## src/hdl/iopdm_params.svh

```systemverilog
// constants for the pin drive mode port: offsets, fields, reset values
//
// Function
// each pin has own 3-bit drive mode
// output from data bit or bypass signal
// mode 000 default, driver and input off; pad in_en is still set when the pin's enabled aux line is low
// mode 001 high-z, input buffer enabled
// 010/011/111 resistive modes, 5K series
// 100/101 open drain, 110 strong both
// per pin rising, falling or both edges
// no native level-sensitive pin interrupts
// one dedicated interrupt line per port
// separate pin read and output registers
// port view and pin view registers
// per pin slow slew option
// edge event sets status, raises request
// up to 16 auxiliary output enables
`ifndef IOPDM_PARAMS_SVH
`define IOPDM_PARAMS_SVH

// port-form register byte offsets
`define IOPDM_OFF_OUT      8'h00
`define IOPDM_OFF_PINLVL   8'h04
`define IOPDM_OFF_DMB0     8'h08
`define IOPDM_OFF_DMB1     8'h0C
`define IOPDM_OFF_DMB2     8'h10
`define IOPDM_OFF_SLEW     8'h14
`define IOPDM_OFF_BYPASS   8'h18
`define IOPDM_OFF_IRQRISE  8'h1C
`define IOPDM_OFF_IRQFALL  8'h20
`define IOPDM_OFF_IRQSTAT  8'h24
`define IOPDM_OFF_IRQMASK  8'h28
`define IOPDM_OFF_AUXEN    8'h2C
`define IOPDM_OFF_AUXSEL   8'h30
// pin-form registers: base + 4 * pin
`define IOPDM_OFF_PINBASE  8'h40

// pin-form field positions
`define IOPDM_PF_OUT       0
`define IOPDM_PF_DM_LO     1
`define IOPDM_PF_DM_HI     3
`define IOPDM_PF_SLEW      4
`define IOPDM_PF_BYP       5
`define IOPDM_PF_RISE      6
`define IOPDM_PF_FALL      7

// reset values
`define IOPDM_RST_BYTE     8'h00
`define IOPDM_RST_AUX      32'h0000_0000

// series resistance of resistive modes, ohms (analog, reported only)
`define IOPDM_RES_OHMS     5000

`endif

```

## src/hdl/iopdm_pkg.sv

```systemverilog
// package with the types of the pin drive mode port
package iopdm_pkg;

  // eight drive modes, codes are the mode number
  typedef enum logic [2:0] {
    IOPDM_HIZ_ANALOG  = 3'h0,
    IOPDM_HIZ_DIGITAL = 3'h1,
    IOPDM_RES_PULLUP  = 3'h2,
    IOPDM_RES_PULLDN  = 3'h3,
    IOPDM_OD_LOW      = 3'h4,
    IOPDM_OD_HIGH     = 3'h5,
    IOPDM_STRONG      = 3'h6,
    IOPDM_RES_BOTH    = 3'h7
  } iopdm_mode_type;

  // per pin drive controls sent to the pad
  typedef struct packed {
    logic oe_strong;  // strong drive enabled
    logic oe_res;     // 5K resistive drive enabled
    logic level;      // driven level
    logic slow;       // slow slew selected
    logic in_en;      // digital input buffer on
  } iopdm_pad_type;

  // classic wishbone request from the master
  typedef struct packed {
    logic        cyc;
    logic        stb;
    logic        we;
    logic [3:0]  sel;
    logic [7:0]  adr;
    logic [31:0] dat;
  } iopdm_wbreq_type;

endpackage : iopdm_pkg

```

## src/hdl/iopdm_port.sv

```systemverilog
// eight pin digital port: drive modes, bypass, slew, edge interrupts
//
// The implementer's own choices: register access over Wishbone and the placing of the registers.
`timescale 1ns/1ns
`include "iopdm_params.svh"

module iopdm_port #(
  parameter int NPIN = 8,   // pins per port
  parameter int NAUX = 16   // auxiliary output enable lines
) (
  input  wire logic                     i_clk,
  input  wire logic                     i_resetn,
  input  wire iopdm_pkg::iopdm_wbreq_type i_wb,
  output logic [31:0]                   o_wb_dat,
  output logic                          o_wb_ack,
  input  wire logic [NPIN-1:0]          i_pin,
  input  wire logic [NPIN-1:0]          i_bypass_dat,
  input  wire logic [NAUX-1:0]          i_aux_oe,
  output iopdm_pkg::iopdm_pad_type [NPIN-1:0] o_pad,
  output logic [NPIN-1:0]               o_sys_in,
  output logic                          o_irq
);
  import iopdm_pkg::*;

  // elaboration checks: storage is byte wide, aux index is 4 bits
  if (NPIN != 8) begin : g_bad_npin
    $error("port logic serves exactly eight pins");
  end
  if (NAUX < 1 || NAUX > 16) begin : g_bad_naux
    $error("aux bus is 1 to 16 lines");
  end

  //////////////////////////////////////////////////////////////////////
  // registers
  logic [7:0]  out_q;       // output data
  logic [7:0]  dm0_q;       // drive mode bit zero per pin
  logic [7:0]  dm1_q;       // drive mode bit one per pin
  logic [7:0]  dm2_q;       // drive mode bit two per pin
  logic [7:0]  slew_q;      // slow slew per pin
  logic [7:0]  byp_q;       // bypass select per pin
  logic [7:0]  rise_q;      // rising edge interrupt enable
  logic [7:0]  fall_q;      // falling edge interrupt enable
  logic [7:0]  stat_q;      // sticky interrupt status
  logic [7:0]  mask_q;      // interrupt mask
  logic [7:0]  auxen_q;     // pin follows an aux enable line
  logic [31:0] auxsel_q;    // 4-bit aux line index per pin
  logic [7:0]  pin_q;       // sampled pin levels
  logic [7:0]  pin_prev_q;  // previous sample for edges
  logic [7:0]  en_q;        // buffer enable of the pin_q sample
  logic [7:0]  en_prev_q;   // buffer enable of the pin_prev_q sample
  logic        ack_q;       // bus acknowledge

  //////////////////////////////////////////////////////////////////////
  // bus decode
  logic       wr_stb;       // write taken this cycle
  logic       rd_stb;       // read taken this cycle
  logic [7:0] wbyte;        // low write byte, lane zero
  logic       pin_hit;      // address in pin-form window
  logic [2:0] pin_idx;      // pin-form pin number
  assign wr_stb = i_wb.cyc & i_wb.stb & i_wb.we & ~ack_q;
  assign rd_stb = i_wb.cyc & i_wb.stb & ~i_wb.we & ~ack_q;
  assign wbyte  = i_wb.sel[0] ? i_wb.dat[7:0] : 8'h00;
  // pin form sits in 40..5C, word aligned
  assign pin_hit = (i_wb.adr[7:5] == 3'(`IOPDM_OFF_PINBASE >> 5))
                   && (i_wb.adr[1:0] == 2'h0);
  assign pin_idx = i_wb.adr[4:2];

  // write of one port-form byte register with lane zero enable
  function automatic logic [7:0] port_wr(input logic [7:0] cur,
                                         input logic [7:0] off);
    port_wr = (wr_stb && i_wb.sel[0] && i_wb.adr == off) ?
              wbyte : cur;
  endfunction

  // pin-form write of one bit of a port register
  function automatic logic [7:0] pin_wr(input logic [7:0] cur,
                                        input int         pos);
    logic [7:0] v;
    v = cur;
    if (wr_stb && pin_hit && i_wb.sel[0])
      v[pin_idx] = i_wb.dat[pos];
    pin_wr = v;
  endfunction

  // single-cycle ack, dropped the cycle after
  always_ff @(posedge i_clk or negedge i_resetn) begin
    if (!i_resetn) begin
      ack_q <= 1'b0;
    end else begin
      ack_q <= i_wb.cyc & i_wb.stb & ~ack_q;
    end
  end

  // configuration: port view and pin view share storage
  always_ff @(posedge i_clk or negedge i_resetn) begin
    if (!i_resetn) begin
      out_q  <= `IOPDM_RST_BYTE;
      dm0_q  <= `IOPDM_RST_BYTE;  // mode 000 after reset
      dm1_q  <= `IOPDM_RST_BYTE;
      dm2_q  <= `IOPDM_RST_BYTE;
      slew_q <= `IOPDM_RST_BYTE;
      byp_q  <= `IOPDM_RST_BYTE;
      rise_q <= `IOPDM_RST_BYTE;
      fall_q <= `IOPDM_RST_BYTE;
      mask_q <= `IOPDM_RST_BYTE;
      auxen_q <= `IOPDM_RST_BYTE;
    end else begin
      // port form first, pin form decodes a disjoint range
      out_q  <= pin_wr(port_wr(out_q, `IOPDM_OFF_OUT), `IOPDM_PF_OUT);
      dm0_q  <= pin_wr(port_wr(dm0_q, `IOPDM_OFF_DMB0),
                       `IOPDM_PF_DM_LO);
      dm1_q  <= pin_wr(port_wr(dm1_q, `IOPDM_OFF_DMB1),
                       `IOPDM_PF_DM_LO + 1);
      dm2_q  <= pin_wr(port_wr(dm2_q, `IOPDM_OFF_DMB2),
                       `IOPDM_PF_DM_HI);
      slew_q <= pin_wr(port_wr(slew_q, `IOPDM_OFF_SLEW),
                       `IOPDM_PF_SLEW);
      byp_q  <= pin_wr(port_wr(byp_q, `IOPDM_OFF_BYPASS),
                       `IOPDM_PF_BYP);
      rise_q <= pin_wr(port_wr(rise_q, `IOPDM_OFF_IRQRISE),
                       `IOPDM_PF_RISE);
      fall_q <= pin_wr(port_wr(fall_q, `IOPDM_OFF_IRQFALL),
                       `IOPDM_PF_FALL);
      mask_q <= port_wr(mask_q, `IOPDM_OFF_IRQMASK);
      auxen_q <= port_wr(auxen_q, `IOPDM_OFF_AUXEN);
    end
  end

  // aux line selection, 4 bits per pin
  always_ff @(posedge i_clk or negedge i_resetn) begin
    if (!i_resetn) begin
      auxsel_q <= `IOPDM_RST_AUX;
    end else if (wr_stb && i_wb.adr == `IOPDM_OFF_AUXSEL) begin
      for (int b = 0; b < 4; b++) begin
        if (i_wb.sel[b]) auxsel_q[8*b +: 8] <= i_wb.dat[8*b +: 8];
      end
    end
  end

  //////////////////////////////////////////////////////////////////////
  // input path and edge interrupts
  logic [7:0] in_en;        // digital input buffer enable per pin
  logic [7:0] rise_ev;      // qualified rising edge
  logic [7:0] fall_ev;      // qualified falling edge
  logic [7:0] edge_ev;      // any configured edge
  logic [7:0] clr_bits;     // write-one-to-clear
  // mode 000 shuts the input buffer, so it reads zero
  assign in_en   = dm0_q | dm1_q | dm2_q;
  // edges count only once the buffer was on for both samples, so
  // switching a high pin out of mode 000 does not fake a rise
  assign rise_ev = en_q & en_prev_q & pin_q & ~pin_prev_q & rise_q;
  assign fall_ev = en_q & en_prev_q & ~pin_q & pin_prev_q & fall_q;
  // edges only; a steady level never fires
  assign edge_ev = rise_ev | fall_ev;
  assign clr_bits = (wr_stb && i_wb.sel[0]
                     && i_wb.adr == `IOPDM_OFF_IRQSTAT) ? wbyte : 8'h00;

  // pin sampling, gated by the input buffer
  always_ff @(posedge i_clk or negedge i_resetn) begin
    if (!i_resetn) begin
      pin_q      <= 8'h00;
      pin_prev_q <= 8'h00;
    end else begin
      pin_q      <= i_pin & in_en;
      pin_prev_q <= pin_q;
    end
  end

  // buffer enable delayed alongside the two pin samples
  always_ff @(posedge i_clk or negedge i_resetn) begin
    if (!i_resetn) begin
      en_q      <= 8'h00;  // all pins start in mode 000
      en_prev_q <= 8'h00;
    end else begin
      en_q      <= in_en;
      en_prev_q <= en_q;
    end
  end

  // sticky status, set wins over clear
  always_ff @(posedge i_clk or negedge i_resetn) begin
    if (!i_resetn) begin
      stat_q <= 8'h00;
    end else begin
      stat_q <= (stat_q & ~clr_bits) | edge_ev;
    end
  end

  // single port interrupt line, own to this port
  always_ff @(posedge i_clk or negedge i_resetn) begin
    if (!i_resetn) begin
      o_irq <= 1'b0;
    end else begin
      o_irq <= |(((stat_q & ~clr_bits) | edge_ev) & mask_q);
    end
  end

  //////////////////////////////////////////////////////////////////////
  // output path: pad drive decode per pin
  logic [7:0]    dval;      // data selected by bypass
  logic [7:0]    aux_on;    // aux enable state per pin
  iopdm_pad_type pad_d [8]; // next pad controls

  always_comb begin
    for (int p = 0; p < 8; p++) begin
      dval[p]   = byp_q[p] ? i_bypass_dat[p] : out_q[p];
      aux_on[p] = ~auxen_q[p] | i_aux_oe[auxsel_q[4*p +: 4] % NAUX];
      pad_d[p]  = '0;
      pad_d[p].level = dval[p];
      pad_d[p].in_en = in_en[p];
      pad_d[p].slow  = slew_q[p];
      unique case (iopdm_mode_type'({dm2_q[p], dm1_q[p], dm0_q[p]}))
        IOPDM_HIZ_ANALOG, IOPDM_HIZ_DIGITAL: ;
        IOPDM_RES_PULLUP: begin
          pad_d[p].oe_res    = dval[p];
          pad_d[p].oe_strong = ~dval[p];
        end
        IOPDM_RES_PULLDN: begin
          pad_d[p].oe_res    = ~dval[p];
          pad_d[p].oe_strong = dval[p];
        end
        IOPDM_OD_LOW:  pad_d[p].oe_strong = ~dval[p];
        IOPDM_OD_HIGH: pad_d[p].oe_strong = dval[p];
        IOPDM_STRONG:  pad_d[p].oe_strong = 1'b1;
        IOPDM_RES_BOTH: pad_d[p].oe_res   = 1'b1;
      endcase
      // slew only meaningful on strong or open drain drive
      if (pad_d[p].oe_res) pad_d[p].slow = 1'b0;
      // aux line low holds pin high-z input
      if (!aux_on[p]) begin
        pad_d[p].oe_strong = 1'b0;
        pad_d[p].oe_res    = 1'b0;
        pad_d[p].in_en     = 1'b1;
      end
    end
  end

  // registered pad controls and system input
  always_ff @(posedge i_clk or negedge i_resetn) begin
    if (!i_resetn) begin
      o_pad    <= '0;
      o_sys_in <= 8'h00;
    end else begin
      for (int p = 0; p < 8; p++) o_pad[p] <= pad_d[p];
      o_sys_in <= pin_q;
    end
  end

  //////////////////////////////////////////////////////////////////////
  // read mux, pin levels separate from output data
  logic [31:0] rd_d;        // read data next value
  always_comb begin
    rd_d = 32'h0000_0000;
    if (pin_hit) begin
      rd_d[7:0] = {fall_q[pin_idx], rise_q[pin_idx], byp_q[pin_idx],
                   slew_q[pin_idx], dm2_q[pin_idx], dm1_q[pin_idx],
                   dm0_q[pin_idx], out_q[pin_idx]};
    end else begin
      unique case (i_wb.adr)
        `IOPDM_OFF_OUT:     rd_d[7:0] = out_q;
        `IOPDM_OFF_PINLVL:  rd_d[7:0] = pin_q;
        `IOPDM_OFF_DMB0:    rd_d[7:0] = dm0_q;
        `IOPDM_OFF_DMB1:    rd_d[7:0] = dm1_q;
        `IOPDM_OFF_DMB2:    rd_d[7:0] = dm2_q;
        `IOPDM_OFF_SLEW:    rd_d[7:0] = slew_q;
        `IOPDM_OFF_BYPASS:  rd_d[7:0] = byp_q;
        `IOPDM_OFF_IRQRISE: rd_d[7:0] = rise_q;
        `IOPDM_OFF_IRQFALL: rd_d[7:0] = fall_q;
        `IOPDM_OFF_IRQSTAT: rd_d[7:0] = stat_q;
        `IOPDM_OFF_IRQMASK: rd_d[7:0] = mask_q;
        `IOPDM_OFF_AUXEN:   rd_d[7:0] = auxen_q;
        `IOPDM_OFF_AUXSEL:  rd_d      = auxsel_q;
        default:            rd_d      = 32'h0000_0000;  // unmapped
      endcase
    end
  end

  // read data register, zero outside reads
  always_ff @(posedge i_clk or negedge i_resetn) begin
    if (!i_resetn) begin
      o_wb_dat <= 32'h0000_0000;
    end else begin
      o_wb_dat <= rd_stb ? rd_d : 32'h0000_0000;
    end
  end
  assign o_wb_ack = ack_q;

  //////////////////////////////////////////////////////////////////////
  // assertions
  a_mode_zero_off: assert property (@(posedge i_clk) disable iff (!i_resetn)
    {dm2_q[0], dm1_q[0], dm0_q[0]} == 3'h0 && auxen_q[0] == 1'b0
    |=> !o_pad[0].oe_strong && !o_pad[0].oe_res && !o_pad[0].in_en)
    else $error("mode zero pin not fully off");
  a_strong_drive: assert property (@(posedge i_clk) disable iff (!i_resetn)
    {dm2_q[1], dm1_q[1], dm0_q[1]} == 3'h6 && !byp_q[1] && !auxen_q[1]
    |=> o_pad[1].oe_strong && o_pad[1].level == $past(out_q[1]))
    else $error("strong mode not driving data");
  a_od_low_float: assert property (@(posedge i_clk) disable iff (!i_resetn)
    {dm2_q[2], dm1_q[2], dm0_q[2]} == 3'h4 && out_q[2] && !byp_q[2]
    && !auxen_q[2] |=> !o_pad[2].oe_strong && !o_pad[2].oe_res)
    else $error("open drain low drove a one");
  a_res_pullup: assert property (@(posedge i_clk) disable iff (!i_resetn)
    {dm2_q[3], dm1_q[3], dm0_q[3]} == 3'h2 && out_q[3] && !byp_q[3]
    && !auxen_q[3] |=> o_pad[3].oe_res && !o_pad[3].oe_strong)
    else $error("pull-up mode not resistive high");
  a_bypass_data: assert property (@(posedge i_clk) disable iff (!i_resetn)
    byp_q[1] |=> o_pad[1].level == $past(i_bypass_dat[1]))
    else $error("bypass data not routed");
  a_edge_sets: assert property (@(posedge i_clk) disable iff (!i_resetn)
    edge_ev != 8'h00
    |=> (stat_q & $past(edge_ev)) == $past(edge_ev))
    else $error("edge did not set status");
  a_irq_follows: assert property (@(posedge i_clk) disable iff (!i_resetn)
    (stat_q & mask_q) != 8'h00 && clr_bits == 8'h00 |=> o_irq)
    else $error("interrupt not raised");
  a_pin_read_keeps: assert property (@(posedge i_clk) disable iff (!i_resetn)
    rd_stb |=> out_q == $past(out_q))
    else $error("read changed output data");
  a_level_no_irq: assert property (@(posedge i_clk) disable iff (!i_resetn)
    pin_q == pin_prev_q |-> edge_ev == 8'h00)
    else $error("steady level raised event");
  a_ack_one: assert property (@(posedge i_clk) disable iff (!i_resetn)
    o_wb_ack |=> !o_wb_ack)
    else $error("ack longer than one cycle");
  // drive decode checks pick one pin each; all pins share the logic
  a_res_both: assert property (@(posedge i_clk) disable iff (!i_resetn)
    {dm2_q[5], dm1_q[5], dm0_q[5]} == 3'h7 && !auxen_q[5]
    |=> o_pad[5].oe_res && !o_pad[5].oe_strong)
    else $error("mode seven not resistive both ways");
  a_slew_res: assert property (@(posedge i_clk) disable iff (!i_resetn)
    o_pad[0].oe_res |-> !o_pad[0].slow)
    else $error("slow slew on resistive drive");
  a_aux_hiz: assert property (@(posedge i_clk) disable iff (!i_resetn)
    auxen_q[1] && !i_aux_oe[auxsel_q[7:4] % NAUX] |=> !o_pad[1].oe_strong
    && !o_pad[1].oe_res && o_pad[1].in_en)
    else $error("aux low did not release pin");
  a_irq_clears: assert property (@(posedge i_clk) disable iff (!i_resetn)
    (stat_q & mask_q) == 8'h00 && edge_ev == 8'h00 |=> !o_irq)
    else $error("interrupt high with nothing pending");

  // main scenarios
  c_rise_irq: cover property (@(posedge i_clk) disable iff (!i_resetn)
    rise_ev != 8'h00 ##1 o_irq);
  c_fall_irq: cover property (@(posedge i_clk) disable iff (!i_resetn)
    fall_ev != 8'h00);
  c_pin_form: cover property (@(posedge i_clk) disable iff (!i_resetn)
    wr_stb && pin_hit);
  c_aux_hiz: cover property (@(posedge i_clk) disable iff (!i_resetn)
    auxen_q != 8'h00 && i_aux_oe == '0);

endmodule // iopdm_port

```

## config.mk

```make
export PLATFORM = sky130hd
export DESIGN_NAME = iopdm_port
export DESIGN_NICKNAME = d
export VERILOG_FILES = /design/src/hdl/iopdm_pkg.sv /design/src/hdl/iopdm_port.sv
export VERILOG_INCLUDE_DIRS = /design/src /design/src/hdl
export SDC_FILE = /design/constraint.sdc
export NUM_CORES = 1
export LEC_CHECK = 0
export ABC_AREA = 0
export BUFFER_PORTS_ARGS = -buffer_cell sky130_fd_sc_hd__buf_4
export CAP_MARGIN = 20
export CELL_PAD_IN_SITES_DETAIL_PLACEMENT = 1
export CELL_PAD_IN_SITES_GLOBAL_PLACEMENT = 2
export CORE_ASPECT_RATIO = 0.8
export CORE_MARGIN = 2
export CORE_UTILIZATION = 36
export DETAILED_ROUTE_END_ITERATION = 6
export GPL_TIMING_DRIVEN = 0
export PLACE_DENSITY = 0.73
export SYNTH_ARGS = -nofsm -noshare
export SYNTH_HDL_FRONTEND = slang
export SYNTH_SLANG_ARGS = --single-unit
```

## constraint.sdc

```tcl
create_clock -name i_clk -period 1.9 [get_ports i_clk]
set_input_delay 0 -clock i_clk [delete_from_list [all_inputs] [get_ports i_clk]]
set_output_delay 0 -clock i_clk [all_outputs]
set_load 0.1 [all_outputs]
```

==> results of run 1 <==
## metrics by stage
stage / instances / instance area (sq um) / power [mW] / util
4_1_cts: 1684 / 16000 / 11.7 / 0.479
6_report: 1691 / 16200 / 11.6 / 0.484
3_3_place_gp: 1564 / 14100 / 6.08 / 0.420
3_5_place_dp: 1566 / 14100 / 6.10 / 0.421
2_1_floorplan: 980 / 12400 / 5.57 / -
5_1_grt: 1690 / 16200 / 12.0 / 0.484
## path summary, 6_finish.rpt
path                                            endpoint  slack (ps)  cells after the start
worst max-delay path                  dm1_q[1]$_DFF_PN0_        -250                      7
worst min-delay path            auxsel_q[14]$_DFFE_PN0P_          60                      2
worst max register to register        dm1_q[1]$_DFF_PN0_        -250                      7
worst min register to register    en_prev_q[1]$_DFF_PN0_         370                      0
max in group asynchronous             dm2_q[6]$_DFF_PN0_         760                      3
min in group i_clk                auxen_q[0]$_DFFE_PN0P_          70                      4
## cells by family (layout without fill, tap and decap cells)
logic type,after synthesis,in the layout,share of synthesized area
AO/OA/AOI/OAI,149,149,0.0909
XOR/XNOR,1,1,0.000719
buffers and inverters,84,360,0.0271
flip-flops,226,226,0.464
multiplexers,271,271,0.290
other,0,1,0
AND/OR/NAND/NOR,249,249,0.128
## synth_stat cells (5+ instances only)
cell type / count
sky130_fd_sc_hd__a211oi_1: 15
sky130_fd_sc_hd__a21o_1: 8
sky130_fd_sc_hd__a21oi_1: 11
sky130_fd_sc_hd__a221oi_1: 5
sky130_fd_sc_hd__a22oi_1: 6
sky130_fd_sc_hd__a31oi_1: 6
sky130_fd_sc_hd__and2_1: 25
sky130_fd_sc_hd__and3_1: 26
sky130_fd_sc_hd__buf_2: 8
sky130_fd_sc_hd__clkbuf_1: 59
sky130_fd_sc_hd__dfrtp_1: 226
sky130_fd_sc_hd__inv_1: 12
sky130_fd_sc_hd__mux2_1: 8
sky130_fd_sc_hd__mux2_2: 186
sky130_fd_sc_hd__mux2i_1: 31
sky130_fd_sc_hd__mux4_2: 46
sky130_fd_sc_hd__nand2_1: 40
sky130_fd_sc_hd__nand2b_1: 18
sky130_fd_sc_hd__nand3b_1: 34
sky130_fd_sc_hd__nand4_1: 10
sky130_fd_sc_hd__nor2_1: 17
sky130_fd_sc_hd__nor2b_1: 14
sky130_fd_sc_hd__nor3_1: 12
sky130_fd_sc_hd__nor4_1: 8
sky130_fd_sc_hd__o211a_1: 8
sky130_fd_sc_hd__o21a_1: 8
sky130_fd_sc_hd__o21ai_0: 26
sky130_fd_sc_hd__o221ai_1: 16
sky130_fd_sc_hd__o22a_1: 7
sky130_fd_sc_hd__o2bb2ai_1: 8
sky130_fd_sc_hd__or3_1: 13
## layer usage
layer | up-vias | track usage
met5 | - | 0
met4 | 2 | 0.0503
met3 | 58 | 0.0451
met2 | 333 | 0.422
met1 | 5239 | 0.415
li1 | 4261 | -
## report_power, final
| part | internal (mW) | switching (mW) |
|---|---|---|
| Clock | 3.23 | 2.16 |
| Combinational | 0.445 | 0.769 |
| Sequential | 4.88 | 0.0725 |
| Total | 8.55 | 3.00 |
## worst max-delay path, stage by stage (launching register included)
cell                      delay, ps
sky130_fd_sc_hd__dfrtp_4        470
sky130_fd_sc_hd__and4b_2        310
sky130_fd_sc_hd__buf_8          140
sky130_fd_sc_hd__buf_12         130
sky130_fd_sc_hd__nand4_1        190
sky130_fd_sc_hd__buf_6          250
sky130_fd_sc_hd__mux2_2         270
sky130_fd_sc_hd__mux2_4         270
## repair_timing
action	4_1_cts	5_1_grt
endpoints found under the hold margin	161	1
setup buffers	25	7
hold buffers	55	1
pin swaps	4	4
endpoints found under the setup margin	176	112
gates resized for setup	63	45
cloned	0	2
## final cells by class
type / instances / share of cell area
inverters: 12 / 0.00278
clock inverters: 18 / 0.0138
clock buffers: 30 / 0.0435
multi-input cells: 670 / 0.407
diodes: 1 / 0.000154
repair buffers: 240 / 0.128
plain buffers: 60 / 0.0210
flip-flops and latches: 226 / 0.350
well taps: 434 / 0.0335
## layout by cell type, fill, tap and decap left out, drive strengths merged, types with 9 or more instances in the layout
cell and instances:
a211oi 15, a21oi 11, and2 26, and3 26
buf 200, clkbuf 75, clkinv 9, dfrtp 226
dlygate4sd3 55, inv 14, mux2 194, mux2i 31
mux4 46, nand2 41, nand2b 18, nand3b 34
nand4 13, nor2 17, nor2b 14, nor3 13
nor4 9, o21ai 26, o221ai 16, or3 13
==> impl_metrics.tcl, run 1 <==
set metrics [dict create \
    routed_wire_length_per_instance_microns 28.9 \
    post_synthesis_cell_area_sq_um 12200 \
    synth-main-ff-cell "sky130_fd_sc_hd__dfrtp_1" \
    worstSetupEndpointType "flop" \
    reg2reg_from "o_wb_ack$_DFF_PN0_" \
    clock-skew-final_ps 28.8 \
    cts_buffer_count 26 \
    regMostFlops "o_pad" \
    synth.lib_cells_used.distinct 64 \
    postSynthCellCount 980 \
    met2RoutedLength_mm 21.6 \
    relative_area_change_from_synthesis_to_final_layout_pct 32.9 \
    status "finished, violations left" \
    dr_iter_0_viols 774 \
    drt_drc_violations_left 0 \
    yosysSeqAreaShare 0.464 \
    synth-seq-cells 226 \
    yosysTopAreaCell "sky130_fd_sc_hd__dfrtp_1" \
    timing_worst_setup_path_type "reg2reg" \
    nets 1317 \
    setup_total_negative_slack_ps -10660 \
    finalSetupViolations 75 \
    tritoncts "done" \
    worst_rel_slew_slack 0.273 \
    io-pin-count 163 \
    violations "setup timing" \
    dieArea_sq_um 35400 \
    cts.root.buffer_cell "sky130_fd_sc_hd__clkbuf_16" \
    setup_repair_after_global_routing_missed_its_margin "true" \
    htree_num_levels 1 \
    placeableCoreArea_sq_um 33500 \
    worst-path-max-fanout 5 \
    grt_pass1_wl_mm 71.4 \
    synth_top_area_frac 0.464 \
    largest_register_ffs 40 \
    overflow 0 \
    die_y_microns 169 \
    groute.usage.overall 0.276 \
    detailroute.wirelength.met3_mm 3.09 \
    antenna_found_initial 1 \
    met1Wirelength_mm 23.1 \
    fp.dieW_microns 210 \
    final.fill_count 3457 \
    clockBufferDepth 3 \
    worst_ep_required_time_ps 2320 \
    globalplace.congestion 0.929 \
    report.final.hold_viol_count 0 \
    cellLeakagePower_nw 7.64 \
    min-delay-path-class "in2async" \
    final-max-slew-violation-count 0 \
    postSynthNetCount 1061 \
    layout_setup_ws_ps -247 \
    timing.max_cap.violations 0 \
    cp_data_arrival_time_ps 2570 \
    synth-async-reset-ratio 1.00 \
    synth.avg_cell_area_sq_um 12.4 \
    synth_enable_flop_cells 0 \
    fin_crit_sh 1.13 \
    placementRows 60 \
    whs_ps 58.2 \
    p_per_area_nw_per_um2 713 \
    route.top_layer_used "met5" \
    number_of_clock_sinks_seen_by_cts 226 \
    startpoint_type "flop" \
    maximum_number_of_pins_on_one_net_before_global_route_repair 116 \
    drt_pass1_iterations 4 \
    clkLatencyLatePin_ps 560 \
    footprint_of_the_flip_flops_and_latches_sq_um 5670 \
    max_freq_ghz 0.466 \
    worst-slew-pin-transition_ps 1090 \
    dp_slack_ps -1180 \
    detailedPlacementHpwl_mm 35.1 \
    cp-startpoint "o_wb_ack$_DFF_PN0_" \
    vias_in_the_first_global_route 10300 \
    start_util 0.364 \
    number_of_buffers_inserted_by_port_buffering 150 \
    largest_registers "o_pad x40, auxsel_q x32, o_wb_dat x32" \
    vdd_ir_drop_max_v 0.000681 \
    ys_top_cells_by_area "sky130_fd_sc_hd__dfrtp_1, sky130_fd_sc_hd__mux2_2, sky130_fd_sc_hd__mux4_2" \
    synth.yosys.warnings 0 \
    clock_edge_transition_at_the_registers_on_the_reported_setup_and_hold_paths_ps 70 \
    wirelength_mm 48.8 \
    vias 9893 \
    period_minus_slack_ps 2150 \
    multi_input_comb_area_sq_um 6590 \
    ant_nets 0 \
    final_layout_size_suffix_gt1_frac 0.440 \
    detail_route.vias_per_cell 5.85 \
]
Note: power is estimated with default switching activity, not from simulation.
==> run 2, diff against run 1 <==
--- a/config.mk
+++ b/config.mk
@@ -7,12 +7,12 @@
 export NUM_CORES = 1
 export LEC_CHECK = 0
 export ABC_AREA = 0
-export BUFFER_PORTS_ARGS = -buffer_cell sky130_fd_sc_hd__buf_4
+export BUFFER_PORTS_ARGS = -buffer_cell sky130_fd_sc_hd__buf_2
 export CAP_MARGIN = 20
 export CELL_PAD_IN_SITES_DETAIL_PLACEMENT = 1
 export CELL_PAD_IN_SITES_GLOBAL_PLACEMENT = 2
 export CORE_ASPECT_RATIO = 0.8
-export CORE_MARGIN = 2
+export CORE_MARGIN = 5
 export CORE_UTILIZATION = 36
 export DETAILED_ROUTE_END_ITERATION = 6
 export GPL_TIMING_DRIVEN = 0
==> run 2 against run 1 <==
Net effect:
- the run still ends with setup timing left
- cell area fell by 2.3%
- combinational power barely moved
- core utilization fell by 1.2 points
- clock skew fell by 16 ps
- critical path depth did not move
- first-iteration DRC count rose by 12%
- total power fell by 2.9%
- register-to-register slack barely moved
- worst setup slack improved by 8.0 ps
- via count rose by 0.45%
- clock power fell by 5.4%
- final cell count did not move
- critical path type unchanged
- critical endpoint is now dm0_q[4]$_DFF_PN0_
==> impl_metrics.tcl, run 2 (synthesized netlist as in run 1, its figures left out) <==
set metrics [dict create \
    globalplace.congestion 0.945 \
    wirelength_mm 50.0 \
    tritoncts "done" \
    die_y_microns 175 \
    cp_data_arrival_time_ps 2580 \
    vdd_ir_drop_max_v 0.000477 \
    setup_repair_after_global_routing_missed_its_margin "true" \
    cts.root.buffer_cell "sky130_fd_sc_hd__clkbuf_16" \
    worst_ep_required_time_ps 2340 \
    number_of_buffers_inserted_by_port_buffering 150 \
    final-max-slew-violation-count 0 \
    nets 1317 \
    dr_iter_0_viols 866 \
    regMostFlops "o_pad" \
    drt_drc_violations_left 0 \
    fin_crit_sh 1.13 \
    clock-skew-final_ps 12.4 \
    min-delay-path-class "in2reg" \
    finalSetupViolations 72 \
    reg2reg_setup_slack_ps -240 \
    placementRows 60 \
    antenna_found_initial 1 \
    layout_commonest_cell "sky130_fd_sc_hd__dfrtp_1" \
    groute.usage.overall 0.260 \
    final_design_area_no_fill_sq_um 15800 \
    start_util 0.363 \
    report.final.hold_viol_count 0 \
    timing.max_cap.violations 0 \
    status "finished, violations left" \
    vias 9938 \
    drt_pass1_iterations 5 \
    most-common-layout-cells "sky130_fd_sc_hd__dfrtp_1, sky130_fd_sc_hd__mux2_2, sky130_fd_sc_hd__buf_2, sky130_fd_sc_hd__dlygate4sd3_1, sky130_fd_sc_hd__mux4_2" \
    violations "setup timing" \
    timing_worst_setup_path_type "reg2reg" \
    relative_area_change_from_synthesis_to_final_layout_pct 29.9 \
    max_freq_ghz 0.467 \
    routed_wire_length_per_instance_microns 29.6 \
    worst-slew-pin-transition_ps 1090 \
    cts_buffer_count 26 \
    detail_route.vias_per_cell 5.88 \
    place_area_sq_um 13800 \
    detailedPlacementHpwl_mm 35.5 \
    htree_num_levels 1 \
    clock_edge_transition_at_the_registers_on_the_reported_setup_and_hold_paths_ps 60 \
    p_per_area_nw_per_um2 709 \
    period_minus_slack_ps 2140 \
    number_of_clock_sinks_seen_by_cts 226 \
    layout_setup_ws_ps -239 \
    ant_nets 0 \
    clockBufferDepth 3 \
    grt_pass1_wl_mm 73.3 \
    layout.core_utilization 0.472 \
    worst-path-max-fanout 8 \
    dieArea_sq_um 37700 \
    clkLatencyLatePin_ps 560 \
    final_layout_size_suffix_gt1_frac 0.436 \
    final_instance_count_excl_fillers 1691 \
    cellLeakagePower_nw 7.60 \
    placeableCoreArea_sq_um 33600 \
    fp.dieW_microns 216 \
    io-pin-count 163 \
    largest_registers "o_pad x40, auxsel_q x32, o_wb_dat x32" \
    worstSetupEndpointType "flop" \
    maximum_number_of_pins_on_one_net_before_global_route_repair 112 \
    vias_in_the_first_global_route 10600 \
    worst_rel_slew_slack 0.276 \
    largest_register_ffs 40 \
    place.detailed.instances 1569 \
    overflow 0 \
    startpoint_type "flop" \
]
## run 2: cell count changes in the layout (fill, tap and decap cells not counted), sizes merged
cell and delta:
bufinv -3, clkinv -3, inv -1, dlygate4sd3 -1, clkbuf +7, clkinvlp +1
## run 2: worst paths after layout
check                              startpoint                endpoint  depth (start not counted)
setup / recovery           o_wb_ack$_DFF_PN0_      dm0_q[4]$_DFF_PN0_                          7
hold / removal                        i_wb[3]         o_irq$_DFF_PN0_                          5
setup reg to reg           o_wb_ack$_DFF_PN0_      dm0_q[4]$_DFF_PN0_                          7
hold reg to reg             en_q[4]$_DFF_PN0_  en_prev_q[4]$_DFF_PN0_                          0
max in group asynchronous            i_resetn     slew_q[7]$_DFF_PN0_                          4
min in group asynchronous            i_resetn  auxen_q[3]$_DFFE_PN0P_                          4
## run 2: cell type report
cell class	count	area, sq um
antenna	1	2.50
clock inverter	12	98.8
fill	3503	17700
inverter	12	45.0
sequential	226	5670
tap	434	543
timing repair buffer	241	1760
buffer	59	337
multi-input combinational	670	6630
clock buffer	36	749
## run 2: repair_timing
| action | 4_1_cts | 5_1_grt |
|---|---|---|
| gates cloned | 0 | 2 |
| setup buffers | 22 | 7 |
| hold buffers | 55 | 0 |
| hold endpoints to repair | 275 | 0 |
| endpoints found under the setup margin | 176 | 118 |
| resized for setup | 70 | 42 |
| pin swaps | 6 | 4 |
## run 2: worst max-delay path, stage by stage (launching register included)
cell and delay, ps:
sky130_fd_sc_hd__dfrtp_4 470, sky130_fd_sc_hd__and4b_2 320, sky130_fd_sc_hd__buf_8 140, sky130_fd_sc_hd__buf_12 130, sky130_fd_sc_hd__nand4_1 170, sky130_fd_sc_hd__buf_6 250
sky130_fd_sc_hd__mux2_4 300, sky130_fd_sc_hd__mux2_4 250
## run 2: power breakdown
| part | internal (mW) | switching (mW) | total (mW) |
|---|---|---|---|
| clock | 2.90 | 2.20 | 5.10 |
| sequential | 4.88 | 0.0717 | 4.95 |
| combinational | 0.406 | 0.770 | 1.18 |
| total | 8.18 | 3.04 | 11.2 |
## run 2: layer usage
metal  wire [microns]  part of all wire  track usage  up-vias
met5               10           0.00020            0        -
li1                 -                 -            -     4257
met4             1540             0.031       0.0730        2
met2            22200              0.44        0.397      357
met3             3760             0.075       0.0594       82
met1            22400              0.45        0.373     5240
## run 2: metrics by stage
stage	TNS, ps	hold slack [ps]	setup slack [ps]	total power [mW]
6_report	-11190	17.1	-239	11.2
5_1_grt	-15070	49.4	-309	11.6
4_1_cts	-10860	1.06	-232	11.3
3_5_place_dp	-109720	-134	-1180	6.05
3_3_place_gp	-859070	205	-4010	6.03
2_1_floorplan	-16110	-296	-341	5.57
==> run 3, diff against run 2 <==
--- a/config.mk
+++ b/config.mk
@@ -6,17 +6,17 @@
 export SDC_FILE = /design/constraint.sdc
 export NUM_CORES = 1
 export LEC_CHECK = 0
-export ABC_AREA = 0
+export ABC_AREA = 1
 export BUFFER_PORTS_ARGS = -buffer_cell sky130_fd_sc_hd__buf_2
 export CAP_MARGIN = 20
 export CELL_PAD_IN_SITES_DETAIL_PLACEMENT = 1
 export CELL_PAD_IN_SITES_GLOBAL_PLACEMENT = 2
 export CORE_ASPECT_RATIO = 0.8
 export CORE_MARGIN = 5
-export CORE_UTILIZATION = 36
+export CORE_UTILIZATION = 30
 export DETAILED_ROUTE_END_ITERATION = 6
 export GPL_TIMING_DRIVEN = 0
-export PLACE_DENSITY = 0.73
+export PLACE_DENSITY = 0.72
 export SYNTH_ARGS = -nofsm -noshare
 export SYNTH_HDL_FRONTEND = slang
 export SYNTH_SLANG_ARGS = --single-unit
==> run 3 against run 2 <==
Net effect:
- the flow still finishes with violations (setup timing)
- die area grew 17%
- flip-flop and latch count is the same
- non-clock buffer count grew 16
- sequential power is essentially flat
- synthesized cell count grew 59%
- core utilization shrank 6.9 points
- largest cell class is now sequential cells
==> impl_metrics.tcl, run 3 <==
set metrics [dict create \
    status "finished, violations left" \
    violations "setup timing" \
    globalplace.congestion 0.901 \
    wirelength_mm 55.6 \
    groute.usage.overall 0.246 \
    ys_top_cells_by_area "sky130_fd_sc_hd__dfrtp_1, sky130_fd_sc_hd__nand2_1, sky130_fd_sc_hd__o21ai_0" \
    synth.yosys.warnings 0 \
    post_synthesis_cell_area_sq_um 12000 \
    postSynthNetCount 1635 \
    detail_route.vias_per_cell 5.15 \
    reg2reg_setup_slack_ps -60 \
    nets 1911 \
    max_freq_ghz 0.511 \
    synth.avg_cell_area_sq_um 7.70 \
    synth_compound_area_frac 0.171 \
    cts_buffer_count 27 \
    clkLatencyLatePin_ps 580 \
    detailedPlacementHpwl_mm 39.6 \
    placementRows 65 \
    report.final.hold_viol_count 0 \
    finalSetupViolations 28 \
    synth-main-ff-cell "sky130_fd_sc_hd__dfrtp_1" \
    drt_drc_violations_left 0 \
    p_int_mw 8.38 \
    worst_rel_slew_slack 0.249 \
    fp.dieW_microns 233 \
    clockBufferDepth 3 \
    grt_pass1_wl_mm 81.6 \
    power.clock.fraction 0.457 \
    synthMostInstantiatedCell "sky130_fd_sc_hd__nand2_1" \
    multiplexer_fraction_of_the_synthesized_cell_area 0 \
    worstSetupEndpointType "flop" \
    cellLeakagePower_nw 7.91 \
    clock-skew-final_ps 29.4 \
    worst-slew-pin-transition_ps 1130 \
    overflow 0 \
    most-common-layout-cells "sky130_fd_sc_hd__nand2_1, sky130_fd_sc_hd__dfrtp_1, sky130_fd_sc_hd__inv_1, sky130_fd_sc_hd__buf_2, sky130_fd_sc_hd__o21ai_0" \
    layout.core_utilization 0.403 \
    regMostFlops "o_pad" \
    yosysTopAreaCell "sky130_fd_sc_hd__dfrtp_1" \
    layout_commonest_cell "sky130_fd_sc_hd__nand2_1" \
    final_layout_size_suffix_gt1_frac 0.198 \
    dp_slack_ps -690 \
    layout_setup_ws_ps -56.0 \
    part_of_the_total_power_dissipated_in_combinational_logic 0.115 \
    worst-path-max-fanout 7 \
    relative_area_change_from_synthesis_to_final_layout_pct 32.8 \
    synth-async-reset-ratio 1.00 \
    multi_input_comb_area_sq_um 5570 \
    footprint_of_the_flip_flops_and_latches_sq_um 5660 \
    startpoint_type "flop" \
    synth.cells.most_frequent "sky130_fd_sc_hd__nand2_1, sky130_fd_sc_hd__dfrtp_1, sky130_fd_sc_hd__inv_1" \
    synth.lib_cells_used.distinct 33 \
    dieArea_sq_um 44000 \
    synth-seq-cells 226 \
    die_y_microns 189 \
    synth_adder_area_share 0 \
    synth_xor_xnor_area_share 0 \
    largest_registers "o_pad x40, auxsel_q x32, o_wb_dat x32" \
    ant_nets 0 \
    synth_top_area_frac 0.473 \
    design_power_total_mw 11.6 \
    setup_repair_after_global_routing_missed_its_margin "true" \
    maximum_number_of_pins_on_one_net_before_global_route_repair 110 \
    number_of_buffers_inserted_by_port_buffering 155 \
    synth_enable_flop_cells 0 \
    dr_iter_0_viols 1044 \
    synth_top_family_by_area "simple AND/OR/NAND/NOR gates" \
    timing.max_cap.violations 0 \
    placeableCoreArea_sq_um 39400 \
    htree_num_levels 1 \
    p_per_area_nw_per_um2 732 \
    tritoncts "done" \
    cp_data_arrival_time_ps 2450 \
    routed_wire_length_per_instance_microns 23.3 \
    start_util 0.303 \
    final-max-slew-violation-count 0 \
    number_of_clock_sinks_seen_by_cts 226 \
    sequentialPowerShare 0.428 \
    io-pin-count 163 \
    drt_pass1_iterations 5 \
    fin_crit_sh 1.03 \
    vias 12300 \
    postSynthCellCount 1554 \
    period_minus_slack_ps 1960 \
    largest_register_ffs 40 \
    net-switching-power_mw 3.24 \
    final.fill_count 4758 \
    yosysSeqAreaShare 0.473 \
    vdd_ir_drop_max_v 0.000606 \
    worst_ep_required_time_ps 2390 \
    vias_in_the_first_global_route 12700 \
    cts.root.buffer_cell "sky130_fd_sc_hd__clkbuf_16" \
    timing_worst_setup_path_type "reg2reg" \
    sw_frac_of_total 0.279 \
    clock_edge_transition_at_the_registers_on_the_reported_setup_and_hold_paths_ps 70 \
    antenna_found_initial 2 \
    min-delay-path-class "in2reg" \
    synth_simple_gate_area_frac 0.264 \
]
-- run 3: layer usage --
| layer | global-route usage | wire, microns | vias to the layer above |
|---|---|---|---|
| met1 | 0.367 | 26400 | 6224 |
| met4 | 0.0656 | 1740 | 0 |
| met5 | 0 | 0 | - |
| met3 | 0.0461 | 3410 | 76 |
| li1 | - | - | 5668 |
| met2 | 0.367 | 24100 | 307 |
-- run 3: worst paths after layout --
path | from | endpoint | depth (start not counted)
worst max register to register | o_wb_ack$_DFF_PN0_ | dm2_q[7]$_DFF_PN0_ | 10
worst min-delay path | i_wb[34] | rise_q[0]$_DFF_PN0_ | 4
min in group asynchronous | i_resetn | o_pad[28]$_DFF_PN0_ | 3
max in group asynchronous | i_resetn | dm2_q[0]$_DFF_PN0_ | 5
worst max-delay path | o_wb_ack$_DFF_PN0_ | dm2_q[7]$_DFF_PN0_ | 10
worst min register to register | en_q[5]$_DFF_PN0_ | en_prev_q[5]$_DFF_PN0_ | 0
-- run 3: critical path, cell delays in order, from the launching register on --
cell,delay (ps)
sky130_fd_sc_hd__dfrtp_2,430
sky130_fd_sc_hd__inv_2,50
sky130_fd_sc_hd__nand4_1,210
sky130_fd_sc_hd__nor2_2,230
sky130_fd_sc_hd__buf_6,190
sky130_fd_sc_hd__buf_6,130
sky130_fd_sc_hd__nand2_8,90
sky130_fd_sc_hd__buf_12,210
sky130_fd_sc_hd__o211ai_1,170
sky130_fd_sc_hd__o21ai_1,90
sky130_fd_sc_hd__inv_1,80
-- run 3: through the flow --
stage	cell area [sq um]	instances	setup TNS, ps	hold WS [ps]
CTS	15500	2372	-3240	18.1
floorplan	12000	1554	0	-296
global placement	13400	2245	-810880	215
detailed placement	13500	2247	-18620	-35.3
finish	15900	2385	-604	62.6
global route	15900	2385	-6060	78.9
-- run 3: kinds of logic (layout without fill, tap and decap cells) --
kind of cell           after synthesis  after routing
AO/OA/AOI/OAI                      352            352
AND/OR/NAND/NOR                    701            703
flip-flops                         226            226
other                                0              1
buffers and inverters              275            567
-- run 3: cell type report --
class / count / share of cell area
sequential: 226 / 0.356
multi-input combinational: 1055 / 0.351
timing repair buffer: 252 / 0.120
inverter: 204 / 0.0494
clock buffer: 39 / 0.0472
tap: 536 / 0.0422
buffer: 64 / 0.0270
clock inverter: 8 / 0.00764
antenna: 1 / 0.000157
-- run 3: what timing repair did --
action	CTS	global route
gates resized for setup	111	83
pin swaps	15	28
cloned	5	6
setup endpoints to repair	89	222
hold endpoints to repair	189	0
buffers inserted	12	14
hold buffers	61	0
-- run 3: power by group through the flow --
stage	sequential, mW	clock (mW)	combinational (mW)
after floorplan	5.31	0	0.404
after global placement	5.06	0	1.16
after detailed placement	5.06	0	1.19
after CTS	4.97	5.39	1.31
after global routing	4.99	5.60	1.43
final	4.98	5.31	1.34
